<file path="config.mk">
export PLATFORM = sky130hd
export DESIGN_NAME = sla_link_ctrl
export DESIGN_NICKNAME = d
export VERILOG_FILES = /design/src/inc/sla_pkg.sv /design/src/logic/sla_fifo.sv /design/src/logic/sla_sync_detect.sv /design/src/logic/sla_link_ctrl.sv
export VERILOG_INCLUDE_DIRS = /design/src /design/src/inc
export SDC_FILE = /design/constraint.sdc
export NUM_CORES = 1
export LEC_CHECK = 0
export BUFFER_PORTS_ARGS = -buffer_cell sky130_fd_sc_hd__clkbuf_2
export CAP_MARGIN = 20
export CELL_PAD_IN_SITES_DETAIL_PLACEMENT = 1
export CELL_PAD_IN_SITES_GLOBAL_PLACEMENT = 2
export CORE_MARGIN = 5
export CORE_UTILIZATION = 45
export DETAILED_ROUTE_END_ITERATION = 10
export PLACE_DENSITY = 0.82
export SYNTH_ARGS = -nofsm -noshare
export SYNTH_HDL_FRONTEND = slang
export SYNTH_SLANG_ARGS = --single-unit
</file>
<file path="constraint.sdc">
create_clock -name sys_clk -period 5.9 [get_ports sys_clk]
set_clock_uncertainty 0.1 [all_clocks]
set_input_delay 0.885 -clock sys_clk [delete_from_list [all_inputs] [get_ports sys_clk]]
set_output_delay 0.885 -clock sys_clk [all_outputs]
set_load 0.05 [all_outputs]
</file>
<file path="src/inc/sla_map.svh">
// Operation
// RULE1 - Clearing link reset bit releases link reset and starts synchronization.
// RULE2 - Setting link reset bit disables the link and holds it in reset.
// RULE3 - Every lane carries a FIFO between framer and serializer.
// RULE4 - Programmable write phase against read side improves FIFO pointer margin.
// RULE5 - Quick configuration selects M, L, F; S is always one.
// RULE6 - High density flag reads one only for one converter, two lanes.
// RULE7 - Config bit 0 enables SYSREF buffer; resets to zero.
// RULE8 - Software enables buffer alone first, then writes remaining bits.
// RULE9 - With buffer disabled, external SYSREF reaches no internal logic.
// RULE10 - One-shot: software disables buffer after SYSREF captured.
// RULE11 - Continuous SYSREF: software leaves buffer enabled.
// RULE12 - Config bit 1 enables SYSREF users; gated SYSREF still reaches others.
// RULE13 - In one-shot mode the SYSREF enable bit clears itself after event.
// RULE14 - Config bit 2 selects continuous (0) or one-shot (1) SYSREF.
// RULE15 - Config bit 3: active SYSREF realigns clocks and resets the link.
// RULE16 - Software uses realign on SYSREF only one-shot, before first link.
// RULE17 - Continuous mode: software keeps realign-on-SYSREF at zero.
// RULE18 - Config bit 4: sync low four multiframe periods forces realignment.
// RULE19 - Scrambling off: repeated last octet becomes K28.7, or K28.3 at multiframe end.
// RULE20 - Scrambling on: last octet D28.7 not at multiframe end becomes K28.7.
// RULE21 - Scrambling and lane sync on: D28.3 at multiframe end becomes K28.3.
// RULE22 - Lane sync off: replacements always use K28.7.
// RULE23 - Scrambling enabled by default, bit 7; active only after lane sync.
// RULE24 - Replacement applies only to user data after the alignment sequence.
`ifndef SLA_MAP_SVH
`define SLA_MAP_SVH
`define SLA_OFS_SYSREF_CFG 8'h3A
`define SLA_OFS_QUICK_CFG 8'h5E
`define SLA_OFS_LINK_CTRL 8'h5F
`define SLA_OFS_LANE_SCR 8'h6E
`define SLA_OFS_OCT_FRAME 8'h6F
`define SLA_OFS_CONV_CNT 8'h71
`define SLA_OFS_SAMP_FRAME 8'h74
`define SLA_OFS_HD_FLAG 8'h75
`define SLA_OFS_WR_PHASE 8'hEE
`define SLA_OFS_RD_MARGIN 8'hEF
`define SLA_OFS_LINK_STAT 8'h90
`define SLA_RST_SYSREF_CFG 8'h00
`define SLA_RST_QUICK_CFG 8'h22
`define SLA_RST_LINK_CTRL 8'h10
`define SLA_RST_SCR 1'h1
`define SLA_RST_WR_PHASE 8'h00
`define SLA_RST_RD_MARGIN 8'h02
`define SLA_BIT_BUF_EN 0
`define SLA_BIT_SR_EN 1
`define SLA_BIT_SR_MODE 2
`define SLA_BIT_RA_SR 3
`define SLA_BIT_RA_SYNC 4
`define SLA_BIT_LINK_RST 0
`define SLA_BIT_LANE_SYNC 4
`define SLA_BIT_SCR 7
`define SLA_QC_1C1L 8'h11
`define SLA_QC_1C2L 8'h12
`define SLA_QC_2C1L 8'h21
`define SLA_QC_2C2L 8'h22
`define SLA_CHR_28_7 8'hFC
`define SLA_CHR_28_3 8'h7C
`define SLA_SYNC_LMFC_MIN 3'h4
`define SLA_FIFO_DEPTH 8
`endif

</file>
<file path="src/inc/sla_pkg.sv">
`default_nettype none
package sla_pkg;
   typedef enum logic [3:0] {
      SLA_ST_RESET = 4'b0001,
      SLA_ST_SYNC = 4'b0010,
      SLA_ST_ILAS = 4'b0100,
      SLA_ST_DATA = 4'b1000
   } sla_state_e;
endpackage : sla_pkg
`default_nettype wire

</file>
<file path="src/logic/sla_fifo.sv">
`timescale 1ns/10ps
`default_nettype none
module sla_fifo #(
   parameter int WIDTH = 9,
   parameter int DEPTH = 8
) (
   input wire logic sys_clk,
   input wire logic rst,
   input wire logic clr,
   input wire logic in_valid,
   output logic in_ready,
   input wire logic [WIDTH-1:0] in_data,
   output logic out_valid,
   input wire logic out_ready,
   output logic [WIDTH-1:0] out_data,
   output logic [$clog2(DEPTH):0] level
);
   // depth must be a power of two for the wrap arithmetic
   localparam int AW = $clog2(DEPTH);
   logic [WIDTH-1:0] mem [DEPTH];
   logic [AW:0] wp;
   logic [AW:0] rp;
   wire do_wr = in_valid & in_ready;
   wire do_rd = out_valid & out_ready;
   assign level = wp - rp;
   assign in_ready = (level != (AW+1)'(DEPTH));
   assign out_valid = (level != '0);
   assign out_data = mem[rp[AW-1:0]];
   always_ff @(posedge sys_clk) begin
      if (rst | clr) begin
         wp <= '0;
         rp <= '0;
      end else begin
         if (do_wr) wp <= wp + 1'b1;
         if (do_rd) rp <= rp + 1'b1;
      end
   end
   always_ff @(posedge sys_clk) begin
      if (do_wr) mem[wp[AW-1:0]] <= in_data;
   end
endmodule : sla_fifo
`default_nettype wire

</file>
<file path="src/logic/sla_sync_detect.sv">
`timescale 1ns/10ps
`default_nettype none
`include "sla_map.svh"
module sla_sync_detect (
   input wire logic sys_clk,
   input wire logic rst,
   input wire logic sync_request_low,
   input wire logic lmfc_tick,
   output logic sync_active
);
   logic [2:0] cnt;
   wire req = ~sync_request_low;
   wire reach = req & lmfc_tick & (cnt == `SLA_SYNC_LMFC_MIN - 3'h1); // RULE18
   wire [2:0] next_cnt = ~req ? 3'h0 :
                         (lmfc_tick & (cnt != `SLA_SYNC_LMFC_MIN)) ? cnt + 3'h1 : cnt;
   // one pulse per low stretch; count saturates so a long low does not retrigger
   always_ff @(posedge sys_clk) begin
      if (rst) begin
         cnt <= 3'h0;
         sync_active <= 1'b0;
      end else begin
         cnt <= next_cnt;
         sync_active <= reach;
      end
   end
endmodule : sla_sync_detect
`default_nettype wire

</file>
<file path="src/logic/sla_link_ctrl.sv">
`timescale 1ns/10ps
`default_nettype none
`include "sla_map.svh"
module sla_link_ctrl (
   input wire logic sys_clk,
   input wire logic rst,
   input wire logic [7:0] reg_addr,
   input wire logic [7:0] reg_wdata,
   input wire logic reg_we,
   input wire logic reg_re,
   output logic [7:0] reg_rdata,
   input wire logic sysref,
   input wire logic sync_request_low,
   input wire logic lmfc_tick,
   input wire logic [15:0] fr_data,
   input wire logic [1:0] fr_valid,
   output logic [1:0] fr_ready,
   input wire logic [1:0] fr_frame_end,
   input wire logic [1:0] fr_mf_end,
   input wire logic fr_ilas,
   output logic [15:0] ser_data,
   output logic [1:0] ser_k,
   output logic [1:0] ser_valid,
   input wire logic [1:0] ser_ready,
   output logic link_rst,
   output logic link_up,
   output logic scr_active,
   output logic sysref_int,
   output logic sysref_capture,
   output logic clk_realign
);

////////////////////////////////////////////////////////////////////////////////
// registers

   logic [7:0] sysref_cfg;
   logic [7:0] quick_cfg;
   logic [7:0] link_ctrl;
   logic scr_en;
   logic [7:0] wr_phase;
   logic [7:0] rd_margin;

   sla_pkg::sla_state_e state;
   sla_pkg::sla_state_e next_state;

   wire wr_sysref = reg_we & (reg_addr == `SLA_OFS_SYSREF_CFG);
   wire wr_quick = reg_we & (reg_addr == `SLA_OFS_QUICK_CFG);
   wire wr_link = reg_we & (reg_addr == `SLA_OFS_LINK_CTRL);
   wire wr_scr = reg_we & (reg_addr == `SLA_OFS_LANE_SCR);
   wire wr_phase_sel = reg_we & (reg_addr == `SLA_OFS_WR_PHASE);
   wire wr_margin = reg_we & (reg_addr == `SLA_OFS_RD_MARGIN);

   // unknown settings are dropped so the derived parameters stay consistent
   wire qc_ok = (reg_wdata == `SLA_QC_1C1L) | (reg_wdata == `SLA_QC_1C2L) |
                (reg_wdata == `SLA_QC_2C1L) | (reg_wdata == `SLA_QC_2C2L);

////////////////////////////////////////////////////////////////////////////////
// derived link parameters

   wire [7:0] par_m = (quick_cfg[7:4] == 4'h1) ? 8'h01 : 8'h02; // RULE5
   wire lanes_m1 = (quick_cfg[3:0] == 4'h2); // RULE5
   wire [7:0] par_f = (quick_cfg == `SLA_QC_1C2L) ? 8'h01 :
                      (quick_cfg == `SLA_QC_2C1L) ? 8'h04 : 8'h02; // RULE5
   wire [4:0] par_s = 5'h01; // RULE5
   wire hd_flag = (quick_cfg == `SLA_QC_1C2L); // RULE6
   wire [1:0] lane_on = {lanes_m1, 1'b1};

////////////////////////////////////////////////////////////////////////////////
// sysref handling

   logic sysref_d;
   wire buf_en = sysref_cfg[`SLA_BIT_BUF_EN];
   wire sr_en = sysref_cfg[`SLA_BIT_SR_EN];
   wire sr_oneshot = sysref_cfg[`SLA_BIT_SR_MODE];
   wire sysref_gated = sysref & buf_en; // RULE7 RULE9
   wire sysref_rise = sysref_gated & ~sysref_d;
   wire sysref_hit = sysref_rise & sr_en; // RULE12
   wire sync_active;
   wire ra_sysref = sysref_hit & sysref_cfg[`SLA_BIT_RA_SR]; // RULE15
   wire ra_sync = sync_active & sysref_cfg[`SLA_BIT_RA_SYNC]; // RULE18
   wire realign = ra_sysref | ra_sync;
   wire self_clr = sysref_hit & sr_oneshot; // RULE13 RULE14

   // a software write in the same cycle wins: it is the newer intent
   wire [7:0] next_sysref_cfg = wr_sysref ? {3'h0, reg_wdata[4:0]} :
                                self_clr ? (sysref_cfg & ~(8'h01 << `SLA_BIT_SR_EN)) :
                                sysref_cfg;

   sla_sync_detect u_sync (
      .sys_clk(sys_clk),
      .rst(rst),
      .sync_request_low(sync_request_low),
      .lmfc_tick(lmfc_tick),
      .sync_active(sync_active)
   );

   always_ff @(posedge sys_clk) begin
      if (rst) begin
         sysref_d <= 1'b0;
         sysref_cfg <= `SLA_RST_SYSREF_CFG; // RULE7
         sysref_capture <= 1'b0;
         clk_realign <= 1'b0;
      end else begin
         sysref_d <= sysref_gated;
         sysref_cfg <= next_sysref_cfg; // RULE13
         sysref_capture <= sysref_hit;
         clk_realign <= realign; // RULE15 RULE18
      end
   end

   // gated sysref still feeds circuits that ignore the enable bit
   assign sysref_int = sysref_gated; // RULE12

////////////////////////////////////////////////////////////////////////////////
// configuration registers

   always_ff @(posedge sys_clk) begin
      if (rst) begin
         quick_cfg <= `SLA_RST_QUICK_CFG;
         link_ctrl <= `SLA_RST_LINK_CTRL;
         scr_en <= `SLA_RST_SCR; // RULE23
         wr_phase <= `SLA_RST_WR_PHASE;
         rd_margin <= `SLA_RST_RD_MARGIN;
      end else begin
         if (wr_quick & qc_ok) quick_cfg <= reg_wdata; // RULE5
         if (wr_link) link_ctrl <= reg_wdata & 8'h11;
         if (wr_scr) scr_en <= reg_wdata[`SLA_BIT_SCR]; // RULE23
         if (wr_phase_sel) wr_phase <= reg_wdata;
         if (wr_margin) rd_margin <= {4'h0, reg_wdata[3:0]};
      end
   end

////////////////////////////////////////////////////////////////////////////////
// link state

   wire hold_rst = link_ctrl[`SLA_BIT_LINK_RST]; // RULE2
   wire lane_sync = link_ctrl[`SLA_BIT_LANE_SYNC];

   always_comb begin
      next_state = state;
      case (state)
         sla_pkg::SLA_ST_RESET: begin
            if (!hold_rst) next_state = sla_pkg::SLA_ST_SYNC; // RULE1
         end
         sla_pkg::SLA_ST_SYNC: begin
            if (sync_request_low) next_state = sla_pkg::SLA_ST_ILAS;
         end
         sla_pkg::SLA_ST_ILAS: begin
            if (!sync_request_low) next_state = sla_pkg::SLA_ST_SYNC;
            else if (!fr_ilas) next_state = sla_pkg::SLA_ST_DATA;
         end
         sla_pkg::SLA_ST_DATA: begin
            if (!sync_request_low) next_state = sla_pkg::SLA_ST_SYNC;
         end
         default: begin
            next_state = sla_pkg::SLA_ST_RESET;
         end
      endcase
      // a realign pulls the link back through reset for at least one cycle
      if (hold_rst | realign) next_state = sla_pkg::SLA_ST_RESET; // RULE2 RULE15
   end

   always_ff @(posedge sys_clk) begin
      if (rst) state <= sla_pkg::SLA_ST_RESET;
      else state <= next_state;
   end

   wire in_reset = (state == sla_pkg::SLA_ST_RESET);
   wire in_data = (state == sla_pkg::SLA_ST_DATA);
   assign link_rst = in_reset; // RULE2
   assign link_up = in_data;
   assign scr_active = scr_en & in_data; // RULE23

////////////////////////////////////////////////////////////////////////////////
// fifo write phase and read margin

   // write side opens wr_phase cycles after reset, shifting its pointer
   // against the read side; the read side waits for rd_margin words
   logic [7:0] phase_cnt;
   wire wr_open = ~in_reset & (phase_cnt == wr_phase); // RULE4

   always_ff @(posedge sys_clk) begin
      if (rst | in_reset) phase_cnt <= 8'h00;
      else if (phase_cnt != wr_phase) phase_cnt <= phase_cnt + 8'h01; // RULE4
   end

////////////////////////////////////////////////////////////////////////////////
// lanes

   wire user_oct = in_data & ~fr_ilas; // RULE24

   for (genvar i = 0; i < 2; i++) begin : g_lane
      logic [7:0] prev_last;
      logic rd_go;
      wire [7:0] oct = fr_data[8*i +: 8];
      wire f_rdy;
      wire [3:0] lvl;
      wire [8:0] f_out;
      wire f_ov;
      wire mf = lane_sync & fr_mf_end[i]; // RULE22
      wire acc = fr_valid[i] & fr_ready[i];
      wire last = user_oct & fr_frame_end[i]; // RULE24
      wire rep_rpt = ~scr_active & (oct == prev_last); // RULE19
      wire rep_d7 = scr_active & ~mf & (oct == `SLA_CHR_28_7); // RULE20 RULE22
      wire rep_d3 = scr_active & mf & (oct == `SLA_CHR_28_3); // RULE21
      wire rep = last & (rep_rpt | rep_d7 | rep_d3);
      // scrambled octets already carry the character value, only k changes
      wire [7:0] oct_o = (rep & rep_rpt) ? (mf ? `SLA_CHR_28_3 : `SLA_CHR_28_7) : oct; // RULE19
      wire lane_wr = fr_valid[i] & lane_on[i] & wr_open;

      assign fr_ready[i] = f_rdy & lane_on[i] & wr_open;

      // comparison uses the original octet, not the replaced one
      always_ff @(posedge sys_clk) begin
         if (rst | in_reset) prev_last <= 8'h00;
         else if (acc & fr_frame_end[i]) prev_last <= oct; // RULE19
      end

      always_ff @(posedge sys_clk) begin
         if (rst | in_reset) rd_go <= 1'b0;
         else if (lvl >= rd_margin[3:0]) rd_go <= 1'b1; // RULE4
      end

      sla_fifo #(
         .WIDTH(9),
         .DEPTH(`SLA_FIFO_DEPTH)
      ) u_fifo (
         .sys_clk(sys_clk),
         .rst(rst),
         .clr(in_reset),
         .in_valid(lane_wr),
         .in_ready(f_rdy),
         .in_data({rep, oct_o}),
         .out_valid(f_ov),
         .out_ready(ser_ready[i] & rd_go),
         .out_data(f_out),
         .level(lvl)
      ); // RULE3

      assign ser_valid[i] = f_ov & rd_go;
      assign ser_data[8*i +: 8] = f_out[7:0];
      assign ser_k[i] = f_out[8];
   end

////////////////////////////////////////////////////////////////////////////////
// register read

   wire [7:0] rd_mux =
      (reg_addr == `SLA_OFS_SYSREF_CFG) ? sysref_cfg :
      (reg_addr == `SLA_OFS_QUICK_CFG) ? quick_cfg :
      (reg_addr == `SLA_OFS_LINK_CTRL) ? link_ctrl :
      (reg_addr == `SLA_OFS_LANE_SCR) ? {scr_en, 6'h00, lanes_m1} :
      (reg_addr == `SLA_OFS_OCT_FRAME) ? par_f :
      (reg_addr == `SLA_OFS_CONV_CNT) ? par_m :
      (reg_addr == `SLA_OFS_SAMP_FRAME) ? {3'h0, par_s} :
      (reg_addr == `SLA_OFS_HD_FLAG) ? {hd_flag, 7'h00} : // RULE6
      (reg_addr == `SLA_OFS_WR_PHASE) ? wr_phase :
      (reg_addr == `SLA_OFS_RD_MARGIN) ? rd_margin :
      (reg_addr == `SLA_OFS_LINK_STAT) ? {4'h0, state} :
      8'h00;

   always_ff @(posedge sys_clk) begin
      if (rst) reg_rdata <= 8'h00;
      else if (reg_re) reg_rdata <= rd_mux;
   end

endmodule : sla_link_ctrl
`default_nettype wire

</file>
Word level (Yosys, flattened, before mapping)
Memories as Yosys holds them, arrays and structs flattened. A register that Yosys moved wholly into a read port is not among the register bits. Index checks and enable logic that the tools add are counted.

Flip-flop bits (word level): 89. Latch bits: 0. Bits in writable memories: 144. Memory bits (read-only): 0. Input bits: 48. Output and inout bits: 36. Memories kept: 2.

Add/sub/neg operators: 8. Multipliers: 0. Div/mod/pow operators: 0. $lt $le $gt $ge: 2. Equality and inequality tests: 39. Shift operators: 0. Mux-type cells: 34. Bitwise gates (word level): 72. Reduce and logical (&&, ||, !) cells: 6.

Memories: g_lane[0].u_fifo.mem (depth 8, width 9, read ports 1, clocked after memory_dff 1, wr ports 1, RTL line sla_fifo.sv:20) `logic [WIDTH-1:0] mem [DEPTH];`; g_lane[1].u_fifo.mem (depth 8, width 9, read ports 1, clocked after memory_dff 1, wr ports 1, RTL line sla_fifo.sv:20).

Operators with widths (count): 2-to-1 mux 8 bit (13); equality test 8 x 7 -> 1 bit (second input constant) (9); AND 1 bit (55); equality test 8 bit (second input constant) (5); equality test 8 x 6 -> 1 bit (second input constant) (4); 2-to-1 mux 4 bit (7); equality test 8 x 5 -> 1 bit (second input constant) (3); equality test 8 bit (3); 2-to-1 mux 3 bit (6); adder 4 x 1 -> 4 bit (second input constant) (4); one-hot mux 4 bit (4 select lines) (1); OR 1 bit (10); adder 8 x 1 -> 8 bit (second input constant) (1); equality test 4 x 1 -> 1 bit (second input constant) (2); equality test 4 x 2 -> 1 bit (second input constant) (2); >= comparator 4 bit (2); inequality test 4 bit (second input constant) (2); inequality test 8 bit (1); nonzero test 4 bit (2); subtractor 4 bit (2); NOT 1 bit (7); inequality test 2 bit (second input constant) (3); inequality test 3 bit (second input constant) (2); 2-to-1 mux 5 bit (1); 9 further kinds (14).

Logic depth before layout (Yosys ltp)
Depth in word-level cells: 12. Gate-level depth with buffers: 10.

By module
A second synthesis with hierarchy kept.

Cell total of the unflattened synthesis: 842. Area, all modules: 11051.8 um2.

Modules (own cells, without submodules): sla_link_ctrl (instances 1, cells each 443, area an instance 4057.6 um2, seq. area each 1381.3 um2); sla_fifo at g_lane[1].u_fifo (instances 1, cells each 188, area an instance 3395.8 um2, seq. area each 2382.3 um2); sla_fifo at g_lane[0].u_fifo (instances 1, cells each 190, area an instance 3389.5 um2, seq. area each 2382.3 um2); sla_sync_detect (instances 1, cells each 21, area an instance 209.0 um2, seq. area each 80.1 um2).

Worst setup path before layout
No wires, ideal clock.

Path kind: flip-flop to flip-flop. Start point: register state[0]. End point: memory g_lane[0].u_fifo.mem[0][8] (data pin). Setup time: 0.307 ns. Data arrival time: 3.671 ns. Setup slack: 1.822 ns. Stages on the path, launching flop included: 6. Path buffers: 1. Period minus slack after synthesis: 4.078 ns. Path through: dfxtp_1 -> clkbuf_2 -> nor4b_1 -> and2_1 -> nand2b_1 -> o41ai_1.

Cells in the longest elaborated chain, start to end: 7.

RTL lines: start, declared (RTL line sla_link_ctrl.sv:43) `sla_pkg::sla_state_e state;`; start signal, assigned (RTL line sla_link_ctrl.sv:164) `if (rst) state <= sla_pkg::SLA_ST_RESET;`; start signal, assigned (RTL line sla_link_ctrl.sv:165) `else state <= next_state;`; equality test 4 bit (*) (RTL line sla_link_ctrl.sv:169) `wire in_data = (state == sla_pkg::SLA_ST_DATA);`; via link_up (RTL line sla_link_ctrl.sv:26) `output logic link_up,`; AND 1 bit (*) (RTL line sla_link_ctrl.sv:172) `assign scr_active = scr_en & in_data;`; via scr_active (RTL line sla_link_ctrl.sv:27) `output logic scr_active,`; AND 1 bit or NOT 1 bit (tied branches) (RTL line sla_link_ctrl.sv:204, sla_link_ctrl.sv:203); AND 1 bit (on tied branches) (RTL line sla_link_ctrl.sv:204, sla_link_ctrl.sv:203); OR 1 bit (RTL line sla_link_ctrl.sv:206) `wire rep = last & (rep_rpt | rep_d7 | rep_d3);`; OR 1 bit (*) (RTL line sla_link_ctrl.sv:206); AND 1 bit (*) (RTL line sla_link_ctrl.sv:206); via g_lane[0].rep (RTL line sla_link_ctrl.sv:206); end, declared (RTL line sla_fifo.sv:20).

Mark *: on every way through the listed nets, which the timed path passes. The rest lies on a longest branch.

Worst setup path after layout
Start point: register g_lane[1].u_fifo.wp[0]. End point: output fr_ready[1].

Cells in the longest elaborated chain, start to end: 4.

RTL lines: start, declared (RTL line sla_fifo.sv:21) `logic [AW:0] wp;`; start signal, assigned (RTL line sla_fifo.sv:34) `if (do_wr) wp <= wp + 1'b1;`; subtractor 4 bit (RTL line sla_fifo.sv:25) `assign level = wp - rp;`; inequality test 4 bit (RTL line sla_fifo.sv:26) `assign in_ready = (level != (AW+1)'(DEPTH));`; AND 1 bit (2 in series) (RTL line sla_link_ctrl.sv:211) `assign fr_ready[i] = f_rdy & lane_on[i] & wr_open;`; end, declared (RTL line sla_link_ctrl.sv:17) `output logic [1:0] fr_ready,`.

Every way passes these cells.

==> flow_results.org <==
** Layout
- The post-route netlist has 22.89% of its cells at a drive strength greater than 1.
- Commonest non-fill, non-tap cell in the layout :: edfxtp_1
- Compared with the post-synthesis result, the final layout area differs by 14.88%.
- In the final design database the tool counted between 1000 and 1500 nets.
- Count of inserted antenna diode cells :: 0
- After filler insertion, the fill cell instance count of the layout stands at ~2400.
- In the layout the commonest cells are 144 x edfxtp_1, 95 x dfxtp_1, 85 x clkbuf_2.

** Timing
- # setup viols final :: 0
- The number of endpoints with negative hold slack in the final report is 0.
- TNS Setup :: 0 ns
- Setup repair after global routing left no endpoint under its margin.
- For the pin with the worst max-slew slack, the measured transition is approximately 1.1 ns.
- The max-slew violation count is 0.
- Portion of the clock cycle consumed by the worst path in the final layout :: 66.96%
- Worst hold-check slack :: 0.3838 ns
- Max-slew headroom at the worst pin :: 26.76%
- Peak Freq :: 253.1 MHz
- Final min period :: slightly below 4 ns

** Placed design
- Detailed placement HPWL :: 19070 um
- Routability-driven placement congestion ratio :: approximately 0.83
- During placement, the flow inserted port buffers numbering 83.

** Job
- The tool flagged a number of max-cap violations equal to 0.

** Clock tree
- In this run, post-CTS hold repair placed 0 buffers.
- Number of buffers inserted during clock tree synthesis :: 26
- No sink is reached through more buffers than the 3 on the longest clock path.
- Insertion delay to the later sink of the worst-skew pair :: 0.51 ns
- In this run the number of H-tree levels came out at 1.
- The tree is rooted in a clkbuf_16.
- Worst-path clk slew :: 0.06 ns
- The clock net in this run drives a total of 239 sinks.
- Total setup buffers inserted after CTS :: 0
- Post-CTS repair changed the size of 0 cells.
- TritonCTS built the clock tree.

** Setup path
- Slowest cell delay on critical path :: 0.62 ns
- STA classifies the critical path startpoint as a flip-flop.
- For the worst setup path, the data required time is ~4.9 ns.
- Maximum fanout along the worst path :: 5
- For the worst setup path, the data arrival time is between 2 and 3 ns.
- Type of the worst setup path :: flip-flop to output port
- The critical path goes through inv_1 -> ha_1 -> inv_1 -> fa_1 -> xor2_1 -> nor3b_1 -> a211oi_1 -> clkbuf_2.
- The cell that appears most often on the critical path is inv_1.
- Cell type of the slowest stage on the worst timing path :: nor3b_1
- Element type at the critical path end :: output port

** Yosys
- Synthesis instantiated between 70 and 80 different standard cells from the library.
- Sequential-to-total area share from yosys stat :: 57.84%
- Instance count of the mapped netlist :: 843
- Post-synth EDFFs :: 144
- Summing every instance area after synthesis gives 10760 sq um.
- Counting flops and latches in the post-synthesis netlist gives 239.
- Yosys printed 0 warnings.
- The most used flip-flop cell after synthesis is edfxtp_1.
- Synth async-reset ratio :: 0%
- Mean instance size in the synthesized netlist :: around 13 sq um
- Counting every net in the synthesized netlist gives 915.

** Run status
- The flow ran to the end, and the final reports show no timing, DRC or antenna violations.

** Pwr
- In this run the static leakage power is 4.224 nW.
- Worst supply voltage drop on vdd :: a little over 0.2 mV
- Power Dens Cells :: 309.6 nW/um^2

** Min path
- In this run the worst hold path is classified as flip-flop to flip-flop.

** GRT
- Antenna violations before repair :: 0
- The number of global-route vias before repair is approximately 7600.
- Total grt overflow :: 0
- The first global-routing pass estimated 41680 um of wire.
- Entering global routing, the biggest net connects 45 pins.
- Total Routing Usage GR :: 19.53%

** Drt
- After detailed routing, the number of remaining DRC violations is 0.
- The detail route stage leaves a number of antenna-violating nets equal to 0.
- Wires add up to 26400 um.
- The detailed router placed 7023 vias in this run.
- Routed wire length per instance :: about 21 um
- Via density :: around 5.5
- Violation count after the first detailed-routing iteration :: 466
- Number of search-and-repair iterations in the first detailed-routing pass :: 4

** Floorplan
- 84 I/O pins were placed.
- CORE AREA :: 23540 sq um
- Die Area :: 27110 sq um
- Measured along the y axis, the die boundary spans 164.7 um.
- Effective utilization at floorplan :: 45.72%
- Number of placement rows :: 56
- The floorplan step set the die width to 164.7 um.
-- logic make-up (layout without fill, tap and decap cells) --
group / after synthesis / after routing / share of synthesized area, %
AO/OA/AOI/OAI: 109 / 109 / 6.789
XOR/XNOR: 47 / 47 / 3.894
adder cells (fa/ha/maj): 24 / 24 / 2.929
buffers and inverters: 66 / 171 / 2.836
flip-flops: 239 / 239 / 57.84
multiplexers: 85 / 85 / 12.33
AND/OR/NAND/NOR: 273 / 273 / 13.38
-- area by class of cell --
| class | instances | area (sq um) | area share (%) |
|---|---|---|---|
| inverters | 31 | 116.4 | 0.9410 |
| clock inverters | 16 | 209.0 | 1.690 |
| flip-flops and latches | 239 | 6226 | 50.35 |
| multi-input cells | 538 | 4233 | 34.23 |
| repair buffers | 93 | 491.7 | 3.977 |
| clock buffers | 31 | 690.7 | 5.585 |
| well taps | 319 | 399.1 | 3.228 |
-- flip-flops by register name, summed over array words and instances, names as in the netlist, 3 cells and up, named ones only --
name               count
g_lane.u_fifo.mem    144
g_lane.prev_last      16
g_lane.u_fifo.rp       8
g_lane.u_fifo.wp       8
phase_cnt              8
quick_cfg              8
reg_rdata              8
wr_phase               8
sysref_cfg             5
rd_margin              4
state                  4
u_sync.cnt             3
-- metrics by stage --
stage | total power, mW | setup slack [ns] | instance area, sq um | util (%) | cells
after floorplan | 2.080 | 1.822 | 10760 | - | 843
after global placement | 2.162 | 2.283 | 11430 | 48.57 | 1216
after detailed placement | 2.176 | 2.100 | 11440 | 48.61 | 1217
after CTS | 3.869 | 1.920 | 12340 | 52.43 | 1264
after global routing | 3.976 | 1.808 | 12370 | 52.52 | 1267
final | 3.829 | 1.949 | 12370 | 52.52 | 1267
-- path summary, 6_finish.rpt --
check                          endpoint              startpoint  slack, ns  cells after the start
max                         fr_ready[1]  g_lane[1].u_fifo.wp[0]       1.95                      8
min                       sysref_cfg[2]           sysref_cfg[2]       0.38                      2
max reg2reg  g_lane[0].u_fifo.mem[6][5]  g_lane[0].u_fifo.wp[1]       2.29                      7
min reg2reg               sysref_cfg[2]           sysref_cfg[2]       0.38                      2
-- critical path, delay by kind of cell, from the launching register on --
family | cells | cell delay, ns
AND/OR/NAND/NOR | 1 | 0.62
flip-flops | 1 | 0.35
AO/OA/AOI/OAI | 1 | 0.25
XOR/XNOR | 1 | 0.21
buffers and inverters | 3 | 0.47
adder cells (fa/ha/maj) | 2 | 0.55
-- synthesized netlist by cell type, drive strengths merged (5+ instances only) --
cell | number | area (sq um)
nor2b | 10 | 62.56
nor4b | 5 | 58.80
mux4 | 36 | 810.8
ha | 22 | 275.3
nor4 | 5 | 31.28
and2 | 7 | 43.79
nand2b | 14 | 87.58
buf | 12 | 81.33
nand2 | 40 | 150.1
o21a | 6 | 45.04
mux2 | 21 | 236.5
a21oi | 43 | 215.2
a211oi | 6 | 45.04
o21ai | 18 | 90.09
clkbuf | 22 | 95.09
xnor2 | 32 | 287.8
mux2i | 28 | 280.3
inv | 31 | 116.4
or2 | 15 | 93.84
nor2 | 83 | 311.6
xor2 | 15 | 131.4
dfxtp | 95 | 1902
edfxtp | 144 | 4324
or3 | 11 | 68.82
nand3 | 29 | 145.1
nor3 | 16 | 90.09
nand4 | 12 | 75.07
-- layer usage --
metal / global-route usage [%] / up-vias / share of wire (%)
met5: 0 / - / 0
met4: 3.667 / 0 / 1.6
met3: 2.546 / 29 / 4.2
met2: 35.65 / 147 / 52
met1: 25.06 / 3536 / 42
li1: - / 3311 / -
-- report_power, final --
part	switching [mW]	total, mW	internal (mW)
Combinational	0.223	0.324	0.102
Sequential	0.0178	1.81	1.80
Clock	0.639	1.69	1.05
Total	0.880	3.83	2.95
(Power assumes the default switching activity.)
